**src/common/dsm_defines.svh**
```systemverilog
// register offsets, field positions, reset values and codes for the carrier stage
`ifndef DSM_DEFINES_SVH
`define DSM_DEFINES_SVH

`define DSM_OFF_CON0        12'h000
`define DSM_OFF_CON1        12'h004
`define DSM_OFF_SRC         12'h008
`define DSM_OFF_CARH        12'h00C
`define DSM_OFF_CARL        12'h010

`define DSM_CON0_EN         7
`define DSM_CON0_OUT        5
`define DSM_CON0_OUTPUT_INVERT       4
`define DSM_CON0_BIT        0
`define DSM_CON1_HIGH_CARRIER_INVERT      5
`define DSM_CON1_HIGH_CARRIER_EDGE_WAIT     4
`define DSM_CON1_LOW_CARRIER_INVERT      1
`define DSM_CON1_LOW_CARRIER_EDGE_WAIT     0

`define DSM_CON_RESET       8'h00
`define DSM_CODE_RESET      5'h00

`define DSM_CODE_PIN        5'h00
`define DSM_CODE_SYSCLK     5'h01
`define DSM_CODE_FASTOSC    5'h02
`define DSM_CODE_CCP_FIRST  5'h03
`define DSM_CODE_PWM_FIRST  5'h07
`define DSM_CODE_LC_FIRST   5'h0F
`define DSM_CODE_LAST       5'h12

`define DSM_MS_PIN          5'h00
`define DSM_MS_SWBIT        5'h01
`define DSM_MS_LAST         5'h1A

`define DSM_RESP_OKAY       2'h0
`define DSM_RESP_SLVERR     2'h2

`endif

```
**src/common/dsm_pkg.sv**
```systemverilog
// types shared by the carrier-select stage
package dsm_pkg;
    typedef struct packed {
        logic       pin;
        logic       fast_osc;
        logic [3:0] ccp;
        logic [7:0] pwm;
        logic [3:0] lc;
    } dsm_carrier_src_t;

    typedef struct packed {
        logic       enable;
        logic       output_invert;
        logic       sw_bit;
        logic       high_carrier_invert;
        logic       high_carrier_edge_wait;
        logic       low_carrier_invert;
        logic       low_carrier_edge_wait;
        logic [4:0] high_carrier_code;
        logic [4:0] low_carrier_code;
        logic [4:0] modulation_source_code;
    } dsm_cfg_t;

    typedef enum {DSM_ON_LOW, DSM_WAIT_LOW_FALL, DSM_ON_HIGH, DSM_WAIT_HIGH_FALL} dsm_mix_state_t;
endpackage : dsm_pkg

```
**src/verilog/dsm_sync2.sv**
```systemverilog
// two-flop synchroniser for a bus of asynchronous levels
`timescale 1ns/1ps
module dsm_sync2 #(
    parameter int WIDTH = 1
) (
    // clock
    input  wire logic             clk,
    // data
    input  wire logic [WIDTH-1:0] d,
    output logic      [WIDTH-1:0] q
);
    typedef struct packed {
        logic [WIDTH-1:0] meta;
        logic [WIDTH-1:0] stable;
    } dsm_sync_state_t;

    dsm_sync_state_t st_r;
    dsm_sync_state_t st_nxt;

    if (WIDTH < 1) begin : g_bad_width
        $error("dsm_sync2: WIDTH must be positive");
    end

    always_comb begin
        st_nxt        = st_r;
        st_nxt.meta   = d;
        st_nxt.stable = st_r.meta;
    end

    // no reset: a synchroniser only follows its input
    always_ff @(posedge clk) begin
        st_r <= st_nxt;
    end

    assign q = st_r.stable;
endmodule : dsm_sync2

```
**src/verilog/dsm_carrier_mux.sv**
```systemverilog
// carrier source multiplexer with reserved codes forced low
`timescale 1ns/1ps
`include "dsm_defines.svh"
module dsm_carrier_mux (
    // selection
    input  wire logic                      clk,
    input  wire logic [4:0]                code,
    input  wire logic                      sys_clk_level,
    input  wire dsm_pkg::dsm_carrier_src_t src,
    // registered carrier
    output logic                           carrier
);
    typedef struct packed {
        logic carrier;
    } dsm_mux_state_t;

    dsm_mux_state_t st_r;
    dsm_mux_state_t st_nxt;

    always_comb begin
        st_nxt = st_r;
        if (code == `DSM_CODE_PIN) begin
            st_nxt.carrier = src.pin;
        end else if (code == `DSM_CODE_SYSCLK) begin
            st_nxt.carrier = sys_clk_level;
        end else if (code == `DSM_CODE_FASTOSC) begin
            st_nxt.carrier = src.fast_osc;
        end else if (code < `DSM_CODE_PWM_FIRST) begin
            st_nxt.carrier = src.ccp[2'(code - `DSM_CODE_CCP_FIRST)];
        end else if (code < `DSM_CODE_LC_FIRST) begin
            st_nxt.carrier = src.pwm[3'(code - `DSM_CODE_PWM_FIRST)];
        end else if (code <= `DSM_CODE_LAST) begin
            st_nxt.carrier = src.lc[2'(code - `DSM_CODE_LC_FIRST)];
        end else begin
            st_nxt.carrier = 1'b0;
        end
    end

    always_ff @(posedge clk) begin
        st_r <= st_nxt;
    end

    assign carrier = st_r.carrier;
endmodule : dsm_carrier_mux

```
**src/verilog/dsm_carrier_select.sv**
```systemverilog
// modulator carrier-select stage with AXI4-Lite registers and mixing logic
// Functional notes
// - high-carrier select register, bits 4..0 choose the high carrier source
// - low-carrier select register, bits 4..0 choose the low carrier source
// - codes map pin, clock, oscillator, capture, pulse, logic cells; 19 and up reserved
// - low-carrier codes use the same source mapping as high-carrier codes
// - bits 7..5 of carrier selectors ignore writes and read zero
// - selector fields are cleared to zero by power-on reset, kept across other resets
// - unsynchronised carriers may give short pulses; edge wait avoids them
// - control register bit layout for enable, status, polarity, software bit, sync
// - edge wait holds a carrier until its falling edge before switching
// - carrier invert bit flips the selected carrier before mixing
// - output invert flips modulator output so it idles high
// - high modulation level passes high carrier, low passes low carrier
`timescale 1ns/1ps
`include "dsm_defines.svh"
module dsm_carrier_select #(
    parameter int ADDR_W = 12
) (
    // clock and reset
    input  wire logic                      CLOCK,
    input  wire logic                      RST,
    input  wire logic                      POR,
    // AXI4-Lite write address
    input  wire logic [ADDR_W-1:0]         S_AXI_AWADDR,
    input  wire logic                      S_AXI_AWVALID,
    output logic                           S_AXI_AWREADY,
    // AXI4-Lite write data
    input  wire logic [31:0]               S_AXI_WDATA,
    input  wire logic [3:0]                S_AXI_WSTRB,
    input  wire logic                      S_AXI_WVALID,
    output logic                           S_AXI_WREADY,
    // AXI4-Lite write response
    output logic [1:0]                     S_AXI_BRESP,
    output logic                           S_AXI_BVALID,
    input  wire logic                      S_AXI_BREADY,
    // AXI4-Lite read
    input  wire logic [ADDR_W-1:0]         S_AXI_ARADDR,
    input  wire logic                      S_AXI_ARVALID,
    output logic                           S_AXI_ARREADY,
    output logic [31:0]                    S_AXI_RDATA,
    output logic [1:0]                     S_AXI_RRESP,
    output logic                           S_AXI_RVALID,
    input  wire logic                      S_AXI_RREADY,
    // carrier and modulation sources
    input  wire dsm_pkg::dsm_carrier_src_t CARRIER_SRC,
    input  wire logic [31:0]               MOD_SRC,
    // modulator output
    output logic                           MOD_OUT
);
    typedef struct packed {
        dsm_pkg::dsm_cfg_t      cfg;
        dsm_pkg::dsm_mix_state_t mix;
        logic                   aw_got;
        logic [ADDR_W-1:0]      aw_addr;
        logic                   w_got;
        logic [31:0]            w_data;
        logic                   w_strb0;
        logic                   bvalid;
        logic [1:0]             bresp;
        logic                   rvalid;
        logic [31:0]            rdata;
        logic [1:0]             rresp;
        logic                   hi_prev;
        logic                   lo_prev;
        logic                   sys_div;
        logic                   out;
    } dsm_top_state_t;

    dsm_top_state_t st_r;
    dsm_top_state_t st_nxt;

    dsm_pkg::dsm_carrier_src_t src_sync;
    logic [31:0]               mod_sync;
    logic                      hi_raw;
    logic                      lo_raw;
    logic                      hi_car;
    logic                      lo_car;
    logic                      mod_level;
    logic                      sys_clk_level;

    // wider addresses would alias onto the map once cut to the 12-bit offsets
    if (ADDR_W < 5 || ADDR_W > 12) begin : g_bad_addr_w
        $error("dsm_carrier_select: ADDR_W must lie between 5 and 12");
    end

    function automatic logic is_mapped(input logic [ADDR_W-1:0] a);
        logic [11:0] off;
        off = 12'(a);
        return off == `DSM_OFF_CON0 || off == `DSM_OFF_CON1 || off == `DSM_OFF_SRC ||
               off == `DSM_OFF_CARH || off == `DSM_OFF_CARL;
    endfunction : is_mapped

    dsm_sync2 #(.WIDTH($bits(dsm_pkg::dsm_carrier_src_t))) u_src_sync (
        .clk (CLOCK),
        .d   (CARRIER_SRC),
        .q   (src_sync)
    );

    dsm_sync2 #(.WIDTH(32)) u_mod_sync (
        .clk (CLOCK),
        .d   (MOD_SRC),
        .q   (mod_sync)
    );

    // the system clock itself cannot be sampled on its own edge; a toggle
    // at half rate stands in for it
    assign sys_clk_level = st_r.sys_div;

    dsm_carrier_mux u_high_mux (
        .clk           (CLOCK),
        .code          (st_r.cfg.high_carrier_code),
        .sys_clk_level (sys_clk_level),
        .src           (src_sync),
        .carrier       (hi_raw)
    );

    dsm_carrier_mux u_low_mux (
        .clk           (CLOCK),
        .code          (st_r.cfg.low_carrier_code),
        .sys_clk_level (sys_clk_level),
        .src           (src_sync),
        .carrier       (lo_raw)
    );

    assign hi_car = hi_raw ^ st_r.cfg.high_carrier_invert;
    assign lo_car = lo_raw ^ st_r.cfg.low_carrier_invert;

    always_comb begin
        mod_level = 1'b0;
        if (st_r.cfg.modulation_source_code == `DSM_MS_SWBIT) begin
            mod_level = st_r.cfg.sw_bit;
        end else if (st_r.cfg.modulation_source_code <= `DSM_MS_LAST) begin
            mod_level = mod_sync[st_r.cfg.modulation_source_code];
        end
    end

    always_comb begin
        logic        wr_fire;
        logic        mixed;
        logic [11:0] woff;
        logic [11:0] roff;
        logic [7:0]  wb;
        wr_fire = 1'b0;
        mixed   = 1'b0;
        woff    = 12'h000;
        roff    = 12'h000;
        wb      = 8'h00;
        st_nxt  = st_r;

        if (S_AXI_AWVALID && !st_r.aw_got) begin
            st_nxt.aw_got  = 1'b1;
            st_nxt.aw_addr = S_AXI_AWADDR;
        end
        if (S_AXI_WVALID && !st_r.w_got) begin
            st_nxt.w_got   = 1'b1;
            st_nxt.w_data  = S_AXI_WDATA;
            st_nxt.w_strb0 = S_AXI_WSTRB[0];
        end
        if (st_r.aw_got && st_r.w_got && !st_r.bvalid) begin
            wr_fire       = 1'b1;
            st_nxt.aw_got = 1'b0;
            st_nxt.w_got  = 1'b0;
            st_nxt.bvalid = 1'b1;
            st_nxt.bresp  = is_mapped(st_r.aw_addr) ? `DSM_RESP_OKAY : `DSM_RESP_SLVERR;
        end
        if (st_r.bvalid && S_AXI_BREADY) begin
            st_nxt.bvalid = 1'b0;
        end

        // only the low byte lane holds register bits
        woff = 12'(st_r.aw_addr);
        wb   = st_r.w_data[7:0];
        if (wr_fire && st_r.w_strb0) begin
            case (woff)
                `DSM_OFF_CON0: begin
                    st_nxt.cfg.enable        = wb[`DSM_CON0_EN];
                    st_nxt.cfg.output_invert = wb[`DSM_CON0_OUTPUT_INVERT];
                    st_nxt.cfg.sw_bit        = wb[`DSM_CON0_BIT];
                end
                `DSM_OFF_CON1: begin
                    st_nxt.cfg.high_carrier_invert    = wb[`DSM_CON1_HIGH_CARRIER_INVERT];
                    st_nxt.cfg.high_carrier_edge_wait = wb[`DSM_CON1_HIGH_CARRIER_EDGE_WAIT];
                    st_nxt.cfg.low_carrier_invert     = wb[`DSM_CON1_LOW_CARRIER_INVERT];
                    st_nxt.cfg.low_carrier_edge_wait  = wb[`DSM_CON1_LOW_CARRIER_EDGE_WAIT];
                end
                `DSM_OFF_SRC:  st_nxt.cfg.modulation_source_code = wb[4:0];
                `DSM_OFF_CARH: st_nxt.cfg.high_carrier_code = wb[4:0];
                `DSM_OFF_CARL: st_nxt.cfg.low_carrier_code = wb[4:0];
                default: ;
            endcase
        end

        if (S_AXI_ARVALID && !st_r.rvalid) begin
            roff          = 12'(S_AXI_ARADDR);
            st_nxt.rvalid = 1'b1;
            st_nxt.rresp  = is_mapped(S_AXI_ARADDR) ? `DSM_RESP_OKAY : `DSM_RESP_SLVERR;
            st_nxt.rdata  = 32'h0000_0000;
            case (roff)
                `DSM_OFF_CON0: begin
                    st_nxt.rdata[`DSM_CON0_EN]   = st_r.cfg.enable;
                    st_nxt.rdata[`DSM_CON0_OUT]  = st_r.out;
                    st_nxt.rdata[`DSM_CON0_OUTPUT_INVERT] = st_r.cfg.output_invert;
                    st_nxt.rdata[`DSM_CON0_BIT]  = st_r.cfg.sw_bit;
                end
                `DSM_OFF_CON1: begin
                    st_nxt.rdata[`DSM_CON1_HIGH_CARRIER_INVERT]  = st_r.cfg.high_carrier_invert;
                    st_nxt.rdata[`DSM_CON1_HIGH_CARRIER_EDGE_WAIT] = st_r.cfg.high_carrier_edge_wait;
                    st_nxt.rdata[`DSM_CON1_LOW_CARRIER_INVERT]  = st_r.cfg.low_carrier_invert;
                    st_nxt.rdata[`DSM_CON1_LOW_CARRIER_EDGE_WAIT] = st_r.cfg.low_carrier_edge_wait;
                end
                `DSM_OFF_SRC:  st_nxt.rdata[4:0] = st_r.cfg.modulation_source_code;
                `DSM_OFF_CARH: st_nxt.rdata[4:0] = st_r.cfg.high_carrier_code;
                `DSM_OFF_CARL: st_nxt.rdata[4:0] = st_r.cfg.low_carrier_code;
                default: ;
            endcase
        end
        if (st_r.rvalid && S_AXI_RREADY) begin
            st_nxt.rvalid = 1'b0;
        end

        // edge wait: a switch away from a carrier waits for that carrier's
        // falling edge so its last pulse is not cut short
        st_nxt.sys_div = ~st_r.sys_div;
        st_nxt.hi_prev = hi_car;
        st_nxt.lo_prev = lo_car;
        case (st_r.mix)
            dsm_pkg::DSM_ON_LOW: begin
                if (mod_level) begin
                    st_nxt.mix = st_r.cfg.low_carrier_edge_wait ? dsm_pkg::DSM_WAIT_LOW_FALL
                                                                : dsm_pkg::DSM_ON_HIGH;
                end
            end
            dsm_pkg::DSM_WAIT_LOW_FALL: begin
                if (!mod_level) begin
                    st_nxt.mix = dsm_pkg::DSM_ON_LOW;
                end else if (st_r.lo_prev && !lo_car) begin
                    st_nxt.mix = dsm_pkg::DSM_ON_HIGH;
                end
            end
            dsm_pkg::DSM_ON_HIGH: begin
                if (!mod_level) begin
                    st_nxt.mix = st_r.cfg.high_carrier_edge_wait ? dsm_pkg::DSM_WAIT_HIGH_FALL
                                                                 : dsm_pkg::DSM_ON_LOW;
                end
            end
            dsm_pkg::DSM_WAIT_HIGH_FALL: begin
                if (mod_level) begin
                    st_nxt.mix = dsm_pkg::DSM_ON_HIGH;
                end else if (st_r.hi_prev && !hi_car) begin
                    st_nxt.mix = dsm_pkg::DSM_ON_LOW;
                end
            end
            default: st_nxt.mix = dsm_pkg::DSM_ON_LOW;
        endcase

        case (st_r.mix)
            dsm_pkg::DSM_ON_HIGH, dsm_pkg::DSM_WAIT_HIGH_FALL: mixed = hi_car;
            default: mixed = lo_car;
        endcase
        if (!st_r.cfg.enable) begin
            mixed = 1'b0;
        end
        st_nxt.out = mixed ^ st_r.cfg.output_invert;
    end

    always_ff @(posedge CLOCK) begin
        if (RST) begin
            st_r.cfg.enable                 <= 1'b0;
            st_r.cfg.output_invert          <= 1'b0;
            st_r.cfg.sw_bit                 <= 1'b0;
            st_r.cfg.high_carrier_invert    <= 1'b0;
            st_r.cfg.high_carrier_edge_wait <= 1'b0;
            st_r.cfg.low_carrier_invert     <= 1'b0;
            st_r.cfg.low_carrier_edge_wait  <= 1'b0;
            // selector codes keep their contents on ordinary resets
            if (POR) begin
                st_r.cfg.high_carrier_code      <= `DSM_CODE_RESET;
                st_r.cfg.low_carrier_code       <= `DSM_CODE_RESET;
                st_r.cfg.modulation_source_code <= `DSM_CODE_RESET;
            end else begin
                st_r.cfg.high_carrier_code      <= st_r.cfg.high_carrier_code;
                st_r.cfg.low_carrier_code       <= st_r.cfg.low_carrier_code;
                st_r.cfg.modulation_source_code <= st_r.cfg.modulation_source_code;
            end
            st_r.mix     <= dsm_pkg::DSM_ON_LOW;
            st_r.aw_got  <= 1'b0;
            st_r.aw_addr <= '0;
            st_r.w_got   <= 1'b0;
            st_r.w_data  <= 32'h0000_0000;
            st_r.w_strb0 <= 1'b0;
            st_r.bvalid  <= 1'b0;
            st_r.bresp   <= `DSM_RESP_OKAY;
            st_r.rvalid  <= 1'b0;
            st_r.rdata   <= 32'h0000_0000;
            st_r.rresp   <= `DSM_RESP_OKAY;
            st_r.hi_prev <= 1'b0;
            st_r.lo_prev <= 1'b0;
            st_r.sys_div <= 1'b0;
            st_r.out     <= 1'b0;
        end else begin
            st_r <= st_nxt;
        end
    end

    assign S_AXI_AWREADY = !st_r.aw_got;
    assign S_AXI_WREADY  = !st_r.w_got;
    assign S_AXI_BVALID  = st_r.bvalid;
    assign S_AXI_BRESP   = st_r.bresp;
    assign S_AXI_ARREADY = !st_r.rvalid;
    assign S_AXI_RVALID  = st_r.rvalid;
    assign S_AXI_RDATA   = st_r.rdata;
    assign S_AXI_RRESP   = st_r.rresp;
    assign MOD_OUT       = st_r.out;
endmodule : dsm_carrier_select

```
**config.mk**
```make
export PLATFORM = sky130hd
export DESIGN_NAME = dsm_carrier_select
export DESIGN_NICKNAME = d
export VERILOG_FILES = /design/src/common/dsm_pkg.sv /design/src/verilog/dsm_sync2.sv /design/src/verilog/dsm_carrier_mux.sv /design/src/verilog/dsm_carrier_select.sv
export VERILOG_INCLUDE_DIRS = /design/src /design/src/common
export SDC_FILE = /design/constraint.sdc
export NUM_CORES = 1
export LEC_CHECK = 0
export BUFFER_PORTS_ARGS = -buffer_cell sky130_fd_sc_hd__buf_2
export CORE_MARGIN = 2
export CORE_UTILIZATION = 30
export DETAILED_ROUTE_END_ITERATION = 12
export PLACE_DENSITY = 0.63
export RECOVER_POWER = 50
export SYNTH_ARGS = -nofsm -noshare
export SYNTH_HDL_FRONTEND = slang
export SYNTH_SLANG_ARGS = --single-unit
```
**constraint.sdc**
```tcl
create_clock -name CLOCK -period 2.4 [get_ports CLOCK]
set_clock_uncertainty 0.15 [all_clocks]
set_input_delay 0.36 -clock CLOCK [delete_from_list [all_inputs] [get_ports CLOCK]]
set_output_delay 0.36 -clock CLOCK [all_outputs]
set_load 0.01 [all_outputs]
```
# After elaboration in Yosys (flattened, before gate mapping)
# Cells that the tools add are included.
dict set report totals {
  register_bits 220
  inputBits 118
  out_inout_bits 42
  wordCells 181
}
dict set report classes {
  add_sub_neg 6
  magnitude_cmp 14
  eq_ne 21
  mux 62
  n_bitwise 4
  n_reduce_logical 43
}
# operator count
set op_table {}
lappend op_table {{$mux 32} 6}
lappend op_table {{$mux 136} 1}
lappend op_table {{$pmux 32 s4} 1}
lappend op_table {{$eq 32x2->1 const B} 2}
lappend op_table {{$eq 12x4->1 const B} 4}
lappend op_table {{$mux 35} 1}
lappend op_table {{$mux 34} 1}
lappend op_table {{$eq 32x1->1 const B} 1}
lappend op_table {{$logic_not 32->1} 1}
lappend op_table {{$mux 15} 2}
lappend op_table {{$mux 1} 29}
lappend op_table {{$eq 12x3->1 const B} 2}
lappend op_table {{$eq 12x5->1 const B} 2}
lappend op_table {{$logic_not 12->1} 2}
lappend op_table {{$eq 5x1->1 const B} 3}
lappend op_table {{$le 5x5->1 const B} 3}
lappend op_table {{$mux 5} 3}
lappend op_table {{$mux 13} 1}
lappend op_table {{$lt 2x3->1 const B} 4}
lappend op_table {{$eq 5x2->1 const B} 2}
lappend op_table {{$logic_and 1x1->1} 10}
lappend op_table {{$logic_not 5->1} 2}
lappend op_table {{$lt 5x3->1 const B} 2}
lappend op_table {{$lt 5x4->1 const B} 2}
lappend op_table {{25 further kinds} 63}

# Logic depth before layout (Yosys ltp)
# Gate-level depths: netlist (run 1).
dict set report logic_depth {
  word_depth 9
  ltp_mapped 9
  depth_no_buf 8
}

# Modules after synthesis
# From an unflattened synthesis (run 1), not the netlist that was laid out.
dict set report unflattened {
  hier_cells 500
  area_unflattened_um2 5815.6
}
# mod instances cells_per_inst area_each_um2 seq_area_each_um2
set by_module_without_submodules {}
lappend by_module_without_submodules {dsm_carrier_select 1 330 3110.5 1371.3}
lappend by_module_without_submodules {{dsm_sync2 at u_mod_sync} 1 64 1281.2 1281.2}
lappend by_module_without_submodules {{dsm_sync2 at u_src_sync} 1 36 720.7 720.7}
lappend by_module_without_submodules {dsm_carrier_mux 2 35 351.6 20.0}

# Worst setup path after synthesis (run 1)
# No wires, ideal clock.
dict set report synth_timing {
  path_kind {register to register}
  from {register st_r[131] (netlist name)}
  to {register u_high_mux.st_r (netlist: u_high_mux.carrier)}
  setup_time_ps 125
  t_arrival_ps 1962
  required_ps 2125
  slack_ps 163
  stages_incl_launch_ff 9
  n_path_buf 1
  synth_period_minus_slack_ps 2237
  path_cell_list {edfxtp_1 > clkbuf_1 > inv_1 > ha_1 > mux4_2 > mux2i_1 > nand4_1 > o2111ai_1 > nand3_1}
}
dict set report synth_between {
  elab_chain_len 9
  elab_cells_between_ends 21
}
# element line
set synth_rtl {}
lappend synth_rtl {{start, declared} dsm_carrier_select.sv:70} ;# dsm_top_state_t st_r;
lappend synth_rtl {{parallel branches: the longest is 8 deep, another holds $sub 3x3->3} --}
lappend synth_rtl {{$mux 1 (*)} dsm_carrier_mux.sv:22} ;# if (code == `DSM_CODE_PIN) begin
lappend synth_rtl {{net u_high_mux.st_nxt} dsm_carrier_mux.sv:18} ;# dsm_mux_state_t st_nxt;
lappend synth_rtl {{end signal, assigned} dsm_carrier_mux.sv:40} ;# st_r <= st_nxt;
lappend synth_rtl {{end, declared} dsm_carrier_mux.sv:17} ;# dsm_mux_state_t st_r;
# Mark *: on every way through the listed nets, which the timed path passes. The select of a mux whose other input is x is not followed.
# A chain may end at the register's enable or synchronous reset.

# Worst setup path after layout (run 1)
dict set report layout_timing {
  from {register st_r[122] (netlist name)}
  to {register st_r[90] (netlist name)}
}
dict set report layout_between {
  elab_chain_len 6
  elab_cells_between_ends 14
}
# element line
set layout_rtl {}
lappend layout_rtl {{$bmux 1 s5} dsm_carrier_select.sv:134} ;# mod_level = mod_sync[st_r.cfg.modulation_source_code];
lappend layout_rtl {{$mux 1 (not written as such)} dsm_carrier_select.sv:134}
lappend layout_rtl {{$mux 1} dsm_carrier_select.sv:133} ;# end else if (st_r.cfg.modulation_source_code <= `DSM_MS_LAST) begin
lappend layout_rtl {{$mux 1 (*)} dsm_carrier_select.sv:131} ;# if (st_r.cfg.modulation_source_code == `DSM_MS_SWBIT) begin
lappend layout_rtl {{$ne 3x3->1 (no source line) (tied with other cells)} --}
lappend layout_rtl {{$reduce_and 4->1 (no source line) or $pmux 32 s4 (tied branches)} --}
# Every way passes the cells marked *; elsewhere a longest branch is shown, timed or not. The select of a mux whose other input is x is not followed.

==> impl_metrics.toml, run 1 <==
[setup_path]
cp_top_family = "compound AO/OA/AOI/OAI gates"
crit_required_ns = 2.54
path_cells = "mux4_2, or2_1, a31oi_2, o221ai_2, o21ai_1, a21oi_1"
path_class = "flip-flop to flip-flop"
end_kind = "flip-flop"
reg2reg_slack_ns = 0.17
cp.arrival_ns = 2.36
worstSetupStartpointType = "flip-flop"
crit_fanout = 8
crit_buf_inv = 0
critPathMaxStageDelay_ns = 0.57
critPathSlowestCell = "mux4_2"

[yosys]
syn_area_per_cell_um2 = 11.3
synthCells = 481
ys.flop_type = "dfxtp_1"
yosysMostFrequentCell = "dfxtp_1"
yosys.area.top_type_share_pct = 50.9
synth_seq_cells = 153
synth_common_cells = "138 x dfxtp_1, 42 x nand2_1, 41 x nor2_1"
syn_area_um2 = 5430
ys_types = 51
synth.top_cells.by_area = "dfxtp_1 51%, edfxtp_1 8.3%, mux2i_1 5.7%"
yosys_warnings = 0
synth_area_leader_cell = "dfxtp_1"
synth_edf_count = 15
async_flop_share_pct = 0
seq_area_frac_synth_pct = 59.2

[pwr]
power.leakage_nw = 3.07
power_mw = 5.88
ir_drop_mv = 0.599
power_density_nw_per_um2 = 822

[run]
cap_viol_max_count = 0

[route]
totalWireLength_um = 11400
vias_per_cell = 4.28
routedWlPerCell_um = 13.0
drtAntennaViolNets = 0
drc_errors = 0
vias = 3765
first_pass_iters = 6
drt_iter0_markers = 168

[sta]
final.min_clock_period_ns = 2.23
tightest_slew_ns = 0.528
drv_slew = 0
holdWs_ns = 0.0297
max_slew_margin_pct = 64.7
hold_violations = 0
rsz0062_at_grt = "no"
setup_tns_ns = 0
fin_crit_sh_pct = 92.7
setup_viol = 0
clock.fmax_mhz = 449

[floorplan]
start_util_pct = 30.4
die_y_um = 138
io_pins = 160
die_w_um = 138
rows = 49
core_area_um2 = 17800
dieArea_um2 = 19200

[cells_and_area]
fillers = 1703
final_util_pct = 40.1
antenna_cells = 0
layout-drive-gt1-share_pct = 25.1
multi_input_area_um2 = 1930
syn2layout_area_growth_pct = 31.9
nNetsFinal = 764
ff_latch_area_um2 = 3210

[clock_network]
htree_levels = 4
cts.path.max_buffers = 2
clock_sinks = 153
cts_made_buffers = 17
tritoncts = "built"
clkTransAtPathRegs_ns = 0.06
cts-root-buf = "clkbuf_16"
clkLatencyLatePin_ns = 0.41

[placement]
hpwl_um = 7860
port_buffers = 99
gp_congestion = 0.764

[global_routing]
antenna_found_initial = 0
grtUsageTotal_pct = 12.3
grt_pass1_vias = 3738
grt_max_degree = 35
grt-ovfl-total = 0
grt_first_pass_wirelength_um = 18500

[run_status]
outcome = "finished clean"

[hold_path]
hp-class = "primary input to flip-flop"
==> flip-flops by register name (all words and copies together), names as in the netlist, 7 cells and up <==
name	count
S_AXI_RDATA	7
u_src_sync.st_nxt	18
st_r	48
u_src_sync.q	18
u_mod_sync.st_nxt	27
u_mod_sync.q	27
==> power breakdown <==
part	internal, mW	total, mW	switching (mW)
clock	1.60	2.64	1.04
sequential	2.72	2.78	0.0644
combinational	0.241	0.461	0.220
==> final timing paths <==
check,to,cells past startpoint,startpoint
hold reg to reg,u_mod_sync.q[6],0,u_mod_sync.st_nxt[6]
hold / removal,st_r[85],3,S_AXI_AWADDR[9]
setup / recovery,st_r[90],6,st_r[122]
setup reg to reg,st_r[90],6,st_r[122]
==> layout make-up <==
| type | count | share of cell area, % |
|---|---|---|
| Tap cell | 229 | 4.00 |
| Sequential cell | 153 | 44.9 |
| Clock buffer | 20 | 6.40 |
| Timing Repair Buffer | 164 | 15.3 |
| Inverter | 12 | 0.629 |
| Clock inverter | 11 | 1.91 |
| Multi-Input combinational cell | 290 | 26.9 |
==> timing repair <==
item                                    CTS  global route
endpoints found under the hold margin    46             0
buffers inserted                          0             2
endpoints found under the setup margin    0             3
hold buffers                             46             0
resized for setup                         0             1
==> metal layers <==
layer / wire length, um / vias to the layer above / part of all wire [%] / GRT usage [%]
li1: - / 1924 / - / -
met1: 5190 / 1697 / 45 / 15.0
met2: 5400 / 131 / 47 / 19.9
met3: 696 / 13 / 6.1 / 4.02
met4: 153 / 0 / 1.3 / 5.26
met5: 0 / - / 0 / 0
==> cells in the final DEF (no fill, tap or decap), types with 10 or more instances in the layout <==
| cell | count |
|---|---|
| nand3_1 | 11 |
| nor2_1 | 41 |
| conb_1 | 27 |
| mux2i_1 | 31 |
| dlygate4sd3_1 | 46 |
| inv_1 | 11 |
| buf_4 | 19 |
| clkbuf_16 | 18 |
| a21oi_1 | 25 |
| buf_2 | 94 |
| nor3_1 | 11 |
| nor2b_1 | 10 |
| o21ai_0 | 12 |
| dfxtp_1 | 138 |
| edfxtp_1 | 15 |
| nand2_1 | 42 |
==> worst min-delay path, cell delays in order <==
cell     delay, ns
buf_2         0.09
nand2_1       0.04
a21oi_1       0.05
==> stage by stage <==
step	instance area (um2)	instances	setup WS, ns
global route	7160	879	0.0875
detailed placement	6090	800	0.104
global placement	6090	800	0.167
CTS	7140	877	0.0595
floorplan	5520	507	0.163
finish	7160	879	0.175
==> logic make-up (layout without fill, tap and decap cells) <==
kind of cell | Yosys count | in the layout | synth area share (%)
compound gates | 66 | 66 | 7.89
xor+xnor | 5 | 5 | 0.807
fa+ha+maj | 8 | 8 | 1.84
buf+inv | 64 | 207 | 7.19
flops | 153 | 153 | 59.2
mux | 48 | 48 | 11.2
other cells | 1 | 27 | 0.0691
simple gates | 136 | 136 | 11.8
Note: power is estimated with default switching activity, not from simulation.
==> run 2, diff against run 1 <==
--- a/config.mk
+++ b/config.mk
@@ -8,9 +8,9 @@
 export LEC_CHECK = 0
 export BUFFER_PORTS_ARGS = -buffer_cell sky130_fd_sc_hd__buf_2
 export CORE_MARGIN = 2
-export CORE_UTILIZATION = 30
+export CORE_UTILIZATION = 46
 export DETAILED_ROUTE_END_ITERATION = 12
-export PLACE_DENSITY = 0.63
+export PLACE_DENSITY = 0.85
 export RECOVER_POWER = 50
 export SYNTH_ARGS = -nofsm -noshare
 export SYNTH_HDL_FRONTEND = slang
==> impl_metrics.toml, run 2 (synthesis results as in run 1) <==
[floorplan]
core_area_um2 = 11500
io_pins = 160
die_w_um = 113
start_util_pct = 47.3
rows = 39
die_y_um = 113
dieArea_um2 = 12700

[sta]
fin_crit_sh_pct = 94.9
tightest_slew_ns = 0.736
setup_tns_ns = 0
clock.fmax_mhz = 439
drv_slew = 0
final.min_clock_period_ns = 2.28
max_slew_margin_pct = 50.8
fin_ws_ns = 0.121
rsz0062_at_grt = "no"
hold_violations = 0
setup_viol = 0
holdWs_ns = 0.0233

[setup_path]
path_class = "flip-flop to flip-flop"
r2r-end = "st_r[89]"
end_kind = "flip-flop"
crit_buf_inv = 1
crit_fanout = 7
reg2reg_slack_ns = 0.12
cp.depth = 7
cp_top_family = "compound AO/OA/AOI/OAI gates"
rr_startpoint = "st_r[122]"
critPathSlowestCell = "edfxtp_1"
critPathMaxStageDelay_ns = 0.54
cp.arrival_ns = 2.41
worst-r2r-cell-count = 7
crit_required_ns = 2.53
path_cells = "buf_4, nand2b_1, a311oi_1, a31oi_2, o221ai_2, mux2i_1, nor2_1"
worstSetupStartpointType = "flip-flop"

[placement]
gp_congestion = 0.791
port_buffers = 99
dp_slack_ns = 0.0792
hpwl_um = 8170

[clock_network]
htree_levels = 4
clkTransAtPathRegs_ns = 0.06
tritoncts = "built"
cts.path.max_buffers = 2
clkLatencyLatePin_ns = 0.41
clock_sinks = 153
cts_resized = 0
cts-root-buf = "clkbuf_16"
cts_made_buffers = 17

[cells_and_area]
final_cell_mix = "138 x dfxtp_1, 96 x buf_2, 45 x dlygate4sd3_1"
final_util_pct = 60.8
layout-drive-gt1-share_pct = 25.3
antenna_cells = 0
final_common_cell = "dfxtp_1"
regMostFlops = "st_r"
largest_reg_flops = 48
nNetsFinal = 761
syn2layout_area_growth_pct = 28.4

[global_routing]
antenna_found_initial = 0
grtUsageTotal_pct = 20.1
grt_pass1_vias = 4126
grt-ovfl-total = 0
grt_first_pass_wirelength_um = 19800
grt_max_degree = 35

[pwr]
power.leakage_nw = 3.04
power_mw = 5.66
power_density_nw_per_um2 = 813
ir_drop_mv = 0.772

[route]
vias_per_cell = 4.98
routedWlPerCell_um = 15.5
drtAntennaViolNets = 0
drc_errors = 0
vias = 3941
totalWireLength_um = 12300
drt_iter0_markers = 223
first_pass_iters = 5

[hold_path]
min_to = "st_r[75]"
holdPathStages = 2
hp-start = "S_AXI_WVALID"
hp-class = "primary input to flip-flop"

[run_status]
outcome = "finished clean"

[run]
cap_viol_max_count = 0
[run 2: changes by cell type in the layout (fill, tap and decap cells not counted), sizes merged]
cell	previous run	this run
clkinvlp	2	3
bufinv	2	0
dlygate4sd3	46	45
inv	15	19
clkbuf	25	21
[run 2: per-stage QoR]
step,cell area [um2],instances
floorplan,5520,507
global placement,5970,712
detailed placement,5970,712
CTS,6960,789
global route,6970,791
finish,6970,791
[run 2: routing by layer]
layer	wire [um]	vias up	GRT usage (%)
li1	-	1915	-
met1	4690	1830	21.8
met2	6590	176	37.5
met3	804	20	5.40
met4	206	0	6.75
met5	0	-	0
[run 2: repair_timing]
action	in CTS	in global routing
setup buffers	0	2
setup endpoints to repair	0	1
hold endpoints to repair	45	0
hold buffers	45	0
[run 2: layout make-up]
type	instances	area, um2
clock buffers	18	429
clock inverters	14	113
fillers	844	4500
inverters	12	45.0
multi-input cells	290	1920
flip-flops and latches	153	3210
well taps	143	179
repair buffers	161	1070
[run 2: how the worst max path moves through the flow]
stage | startpoint | endpoint | slack, ns
after global routing | st_r[122] | st_r[89] | 0.009
after global placement | st_r[122] | st_r[90] | 0.23
after CTS | st_r[122] | st_r[89] | 0.1
after detailed placement | st_r[122] | st_r[89] | 0.08
after floorplan | st_r[131] | u_high_mux.carrier | 0.16
final | st_r[122] | st_r[89] | 0.12
[run 2: power by group]
part | leakage [nW] | internal, mW | switching [mW]
clock network | 0.259 | 1.34 | 1.07
registers | 1.30 | 2.72 | 0.0702
logic | 1.48 | 0.237 | 0.229
==> run 3, diff against run 2 <==
--- a/config.mk
+++ b/config.mk
@@ -6,11 +6,12 @@
 export SDC_FILE = /design/constraint.sdc
 export NUM_CORES = 1
 export LEC_CHECK = 0
-export BUFFER_PORTS_ARGS = -buffer_cell sky130_fd_sc_hd__buf_2
+export ABC_CLOCK_PERIOD_IN_PS = 2400
 export CORE_MARGIN = 2
-export CORE_UTILIZATION = 46
+export CORE_UTILIZATION = 56
 export DETAILED_ROUTE_END_ITERATION = 12
-export PLACE_DENSITY = 0.85
+export DONT_BUFFER_PORTS = 1
+export PLACE_DENSITY = 0.84
 export RECOVER_POWER = 50
 export SYNTH_ARGS = -nofsm -noshare
 export SYNTH_HDL_FRONTEND = slang
==> impl_metrics.toml, run 3 (synthesis results as in run 1) <==
[sta]
tightest_slew_ns = 0.973
final.min_clock_period_ns = 2.26
fin_ws_ns = 0.135
clock.fmax_mhz = 442
fin_crit_sh_pct = 94.4
max_slew_margin_pct = 35.2
drv_slew = 0
hold_violations = 0
rsz0062_at_grt = "no"
setup_viol = 0
setup_tns_ns = 0

[floorplan]
die_w_um = 102
rows = 35
start_util_pct = 58.2
core_area_um2 = 9330
dieArea_um2 = 10500
die_y_um = 102
io_pins = 160

[setup_path]
crit_fanout = 8
path_class = "flip-flop to flip-flop"
crit_required_ns = 2.60
worstSetupStartpointType = "flip-flop"
cp.arrival_ns = 2.47
critPathMaxStageDelay_ns = 0.53
critPathSlowestCell = "edfxtp_1"
end_kind = "flip-flop"
rr_startpoint = "st_r[125]"
startpoint = "st_r[125]"
path_cells = "nor3_1, nor4b_1, or4b_1, o221ai_2, o21ai_1, a21oi_1"

[cells_and_area]
antenna_cells = 0
regMostFlops = "st_r"
syn2layout_area_growth_pct = 24.7
nNetsFinal = 692
final_util_pct = 72.5
layout-drive-gt1-share_pct = 11.9
largest_reg_flops = 48
instances_no_fill = 708
final_cell_mix = "138 x dfxtp_1, 75 x dlygate4sd3_1, 42 x nand2_1"
final_common_cell = "dfxtp_1"

[pwr]
power_switching_mw = 1.37
pwr-share-clk_pct = 43.2
p_comb_share_pct = 7.4
p_int_mw = 4.28
ir_drop_mv = 0.606
sw_frac_of_total_pct = 24.3
seq_power_share_pct = 49.4
power.leakage_nw = 2.79
power_density_nw_per_um2 = 836

[clock_network]
clkTransAtPathRegs_ns = 0.06
clock_sinks = 153
cts.path.max_buffers = 2
cts_resized = 0
tritoncts = "built"
htree_levels = 4
cts-root-buf = "clkbuf_8"
clkLatencyLatePin_ns = 0.52
cts_made_buffers = 17

[global_routing]
grt-ovfl-total = 0
antenna_found_initial = 0
grt_max_degree = 51
grtUsageTotal_pct = 24.5
grt_pass1_vias = 3919
grt_first_pass_wirelength_um = 19200

[hold_path]
hp-class = "primary input to flip-flop"
hp-start = "S_AXI_ARADDR[3]"

[route]
drt_iter0_markers = 141
drc_errors = 0
drtAntennaViolNets = 0
vias = 3724
totalWireLength_um = 12000
routedWlPerCell_um = 16.9
vias_per_cell = 5.26
first_pass_iters = 5

[placement]
gp_congestion = 0.844
hpwl_um = 7300
dpl.cell_count = 597
dp_slack_ns = 0.158
port_buffers = 0

[run_status]
outcome = "finished clean"

[run]
cap_viol_max_count = 0
## run 3: cell count changes in the layout (fill, tap and decap cells not counted)
cell / previous run / this run
clkbuf_8: 0 / 3
dlygate4sd3_1: 45 / 75
clkinvlp_4: 3 / 1
inv_6: 6 / 4
buf_4: 17 / 16
inv_8: 0 / 1
clkbuf_2: 0 / 1
buf_2: 96 / 0
clkinv_4: 3 / 5
clkbuf_16: 17 / 16
clkbuf_1: 4 / 0
## run 3: per-layer routing
metal / GRT usage, % / share of wire [%] / wire length, um
met5: 0 / 0 / 0
met4: 9.64 / 1.6 / 196
met3: 6.91 / 6.3 / 757
met2: 43.9 / 53 / 6340
met1: 27.4 / 39 / 4680
## run 3: cell type report
class	instances	area, um2
Clock buffer	19	442
Clock inverter	13	109
Fill cell	608	2560
Inverter	12	45.0
Multi-Input combinational cell	290	1920
Sequential cell	153	3210
Tap cell	129	161
Timing Repair Buffer	92	876
## run 3: worst max-delay path: cells and delay by family (launching register included)
family             cells  cell delay [ns]
DFF                    1             0.53
and+or+nand+nor        3             1.00
AOI/OAI and AO/OA      3             0.42
## run 3: final timing paths
path / slack [ns] / endpoint / depth (start not counted)
worst max-delay path: 0.14 / st_r[90] / 6
worst min-delay path: 0.02 / S_AXI_RDATA[1] / 3
worst min register to register: 0.17 / u_mod_sync.q[12] / 0
worst max register to register: 0.14 / st_r[90] / 6
## run 3: timing repair
| action | in CTS | in global routing |
|---|---|---|
| hold buffers | 76 | 0 |
| buffers inserted | 0 | 3 |
| endpoints found under the setup margin | 0 | 2 |
| endpoints found under the hold margin | 106 | 0 |
## run 3: power groups by stage
stage | Combinational, mW | Clock (mW) | Sequential (mW)
after floorplan | 0.296 | 0 | 2.81
after global placement | 0.277 | 0 | 2.84
after detailed placement | 0.288 | 0 | 2.85
after CTS | 0.406 | 2.46 | 2.79
after global routing | 0.459 | 2.59 | 2.81
final | 0.417 | 2.44 | 2.79
## run 3: through the flow
step,area [um2],hold WS [ns],power [mW]
6_report,6770,0.0217,5.66
3_3_place_gp,5440,0.162,3.11
4_1_cts,6760,0.00326,5.66
5_1_grt,6770,0.0208,5.85
3_5_place_dp,5440,0.162,3.13
2_1_floorplan,5520,0.160,3.11
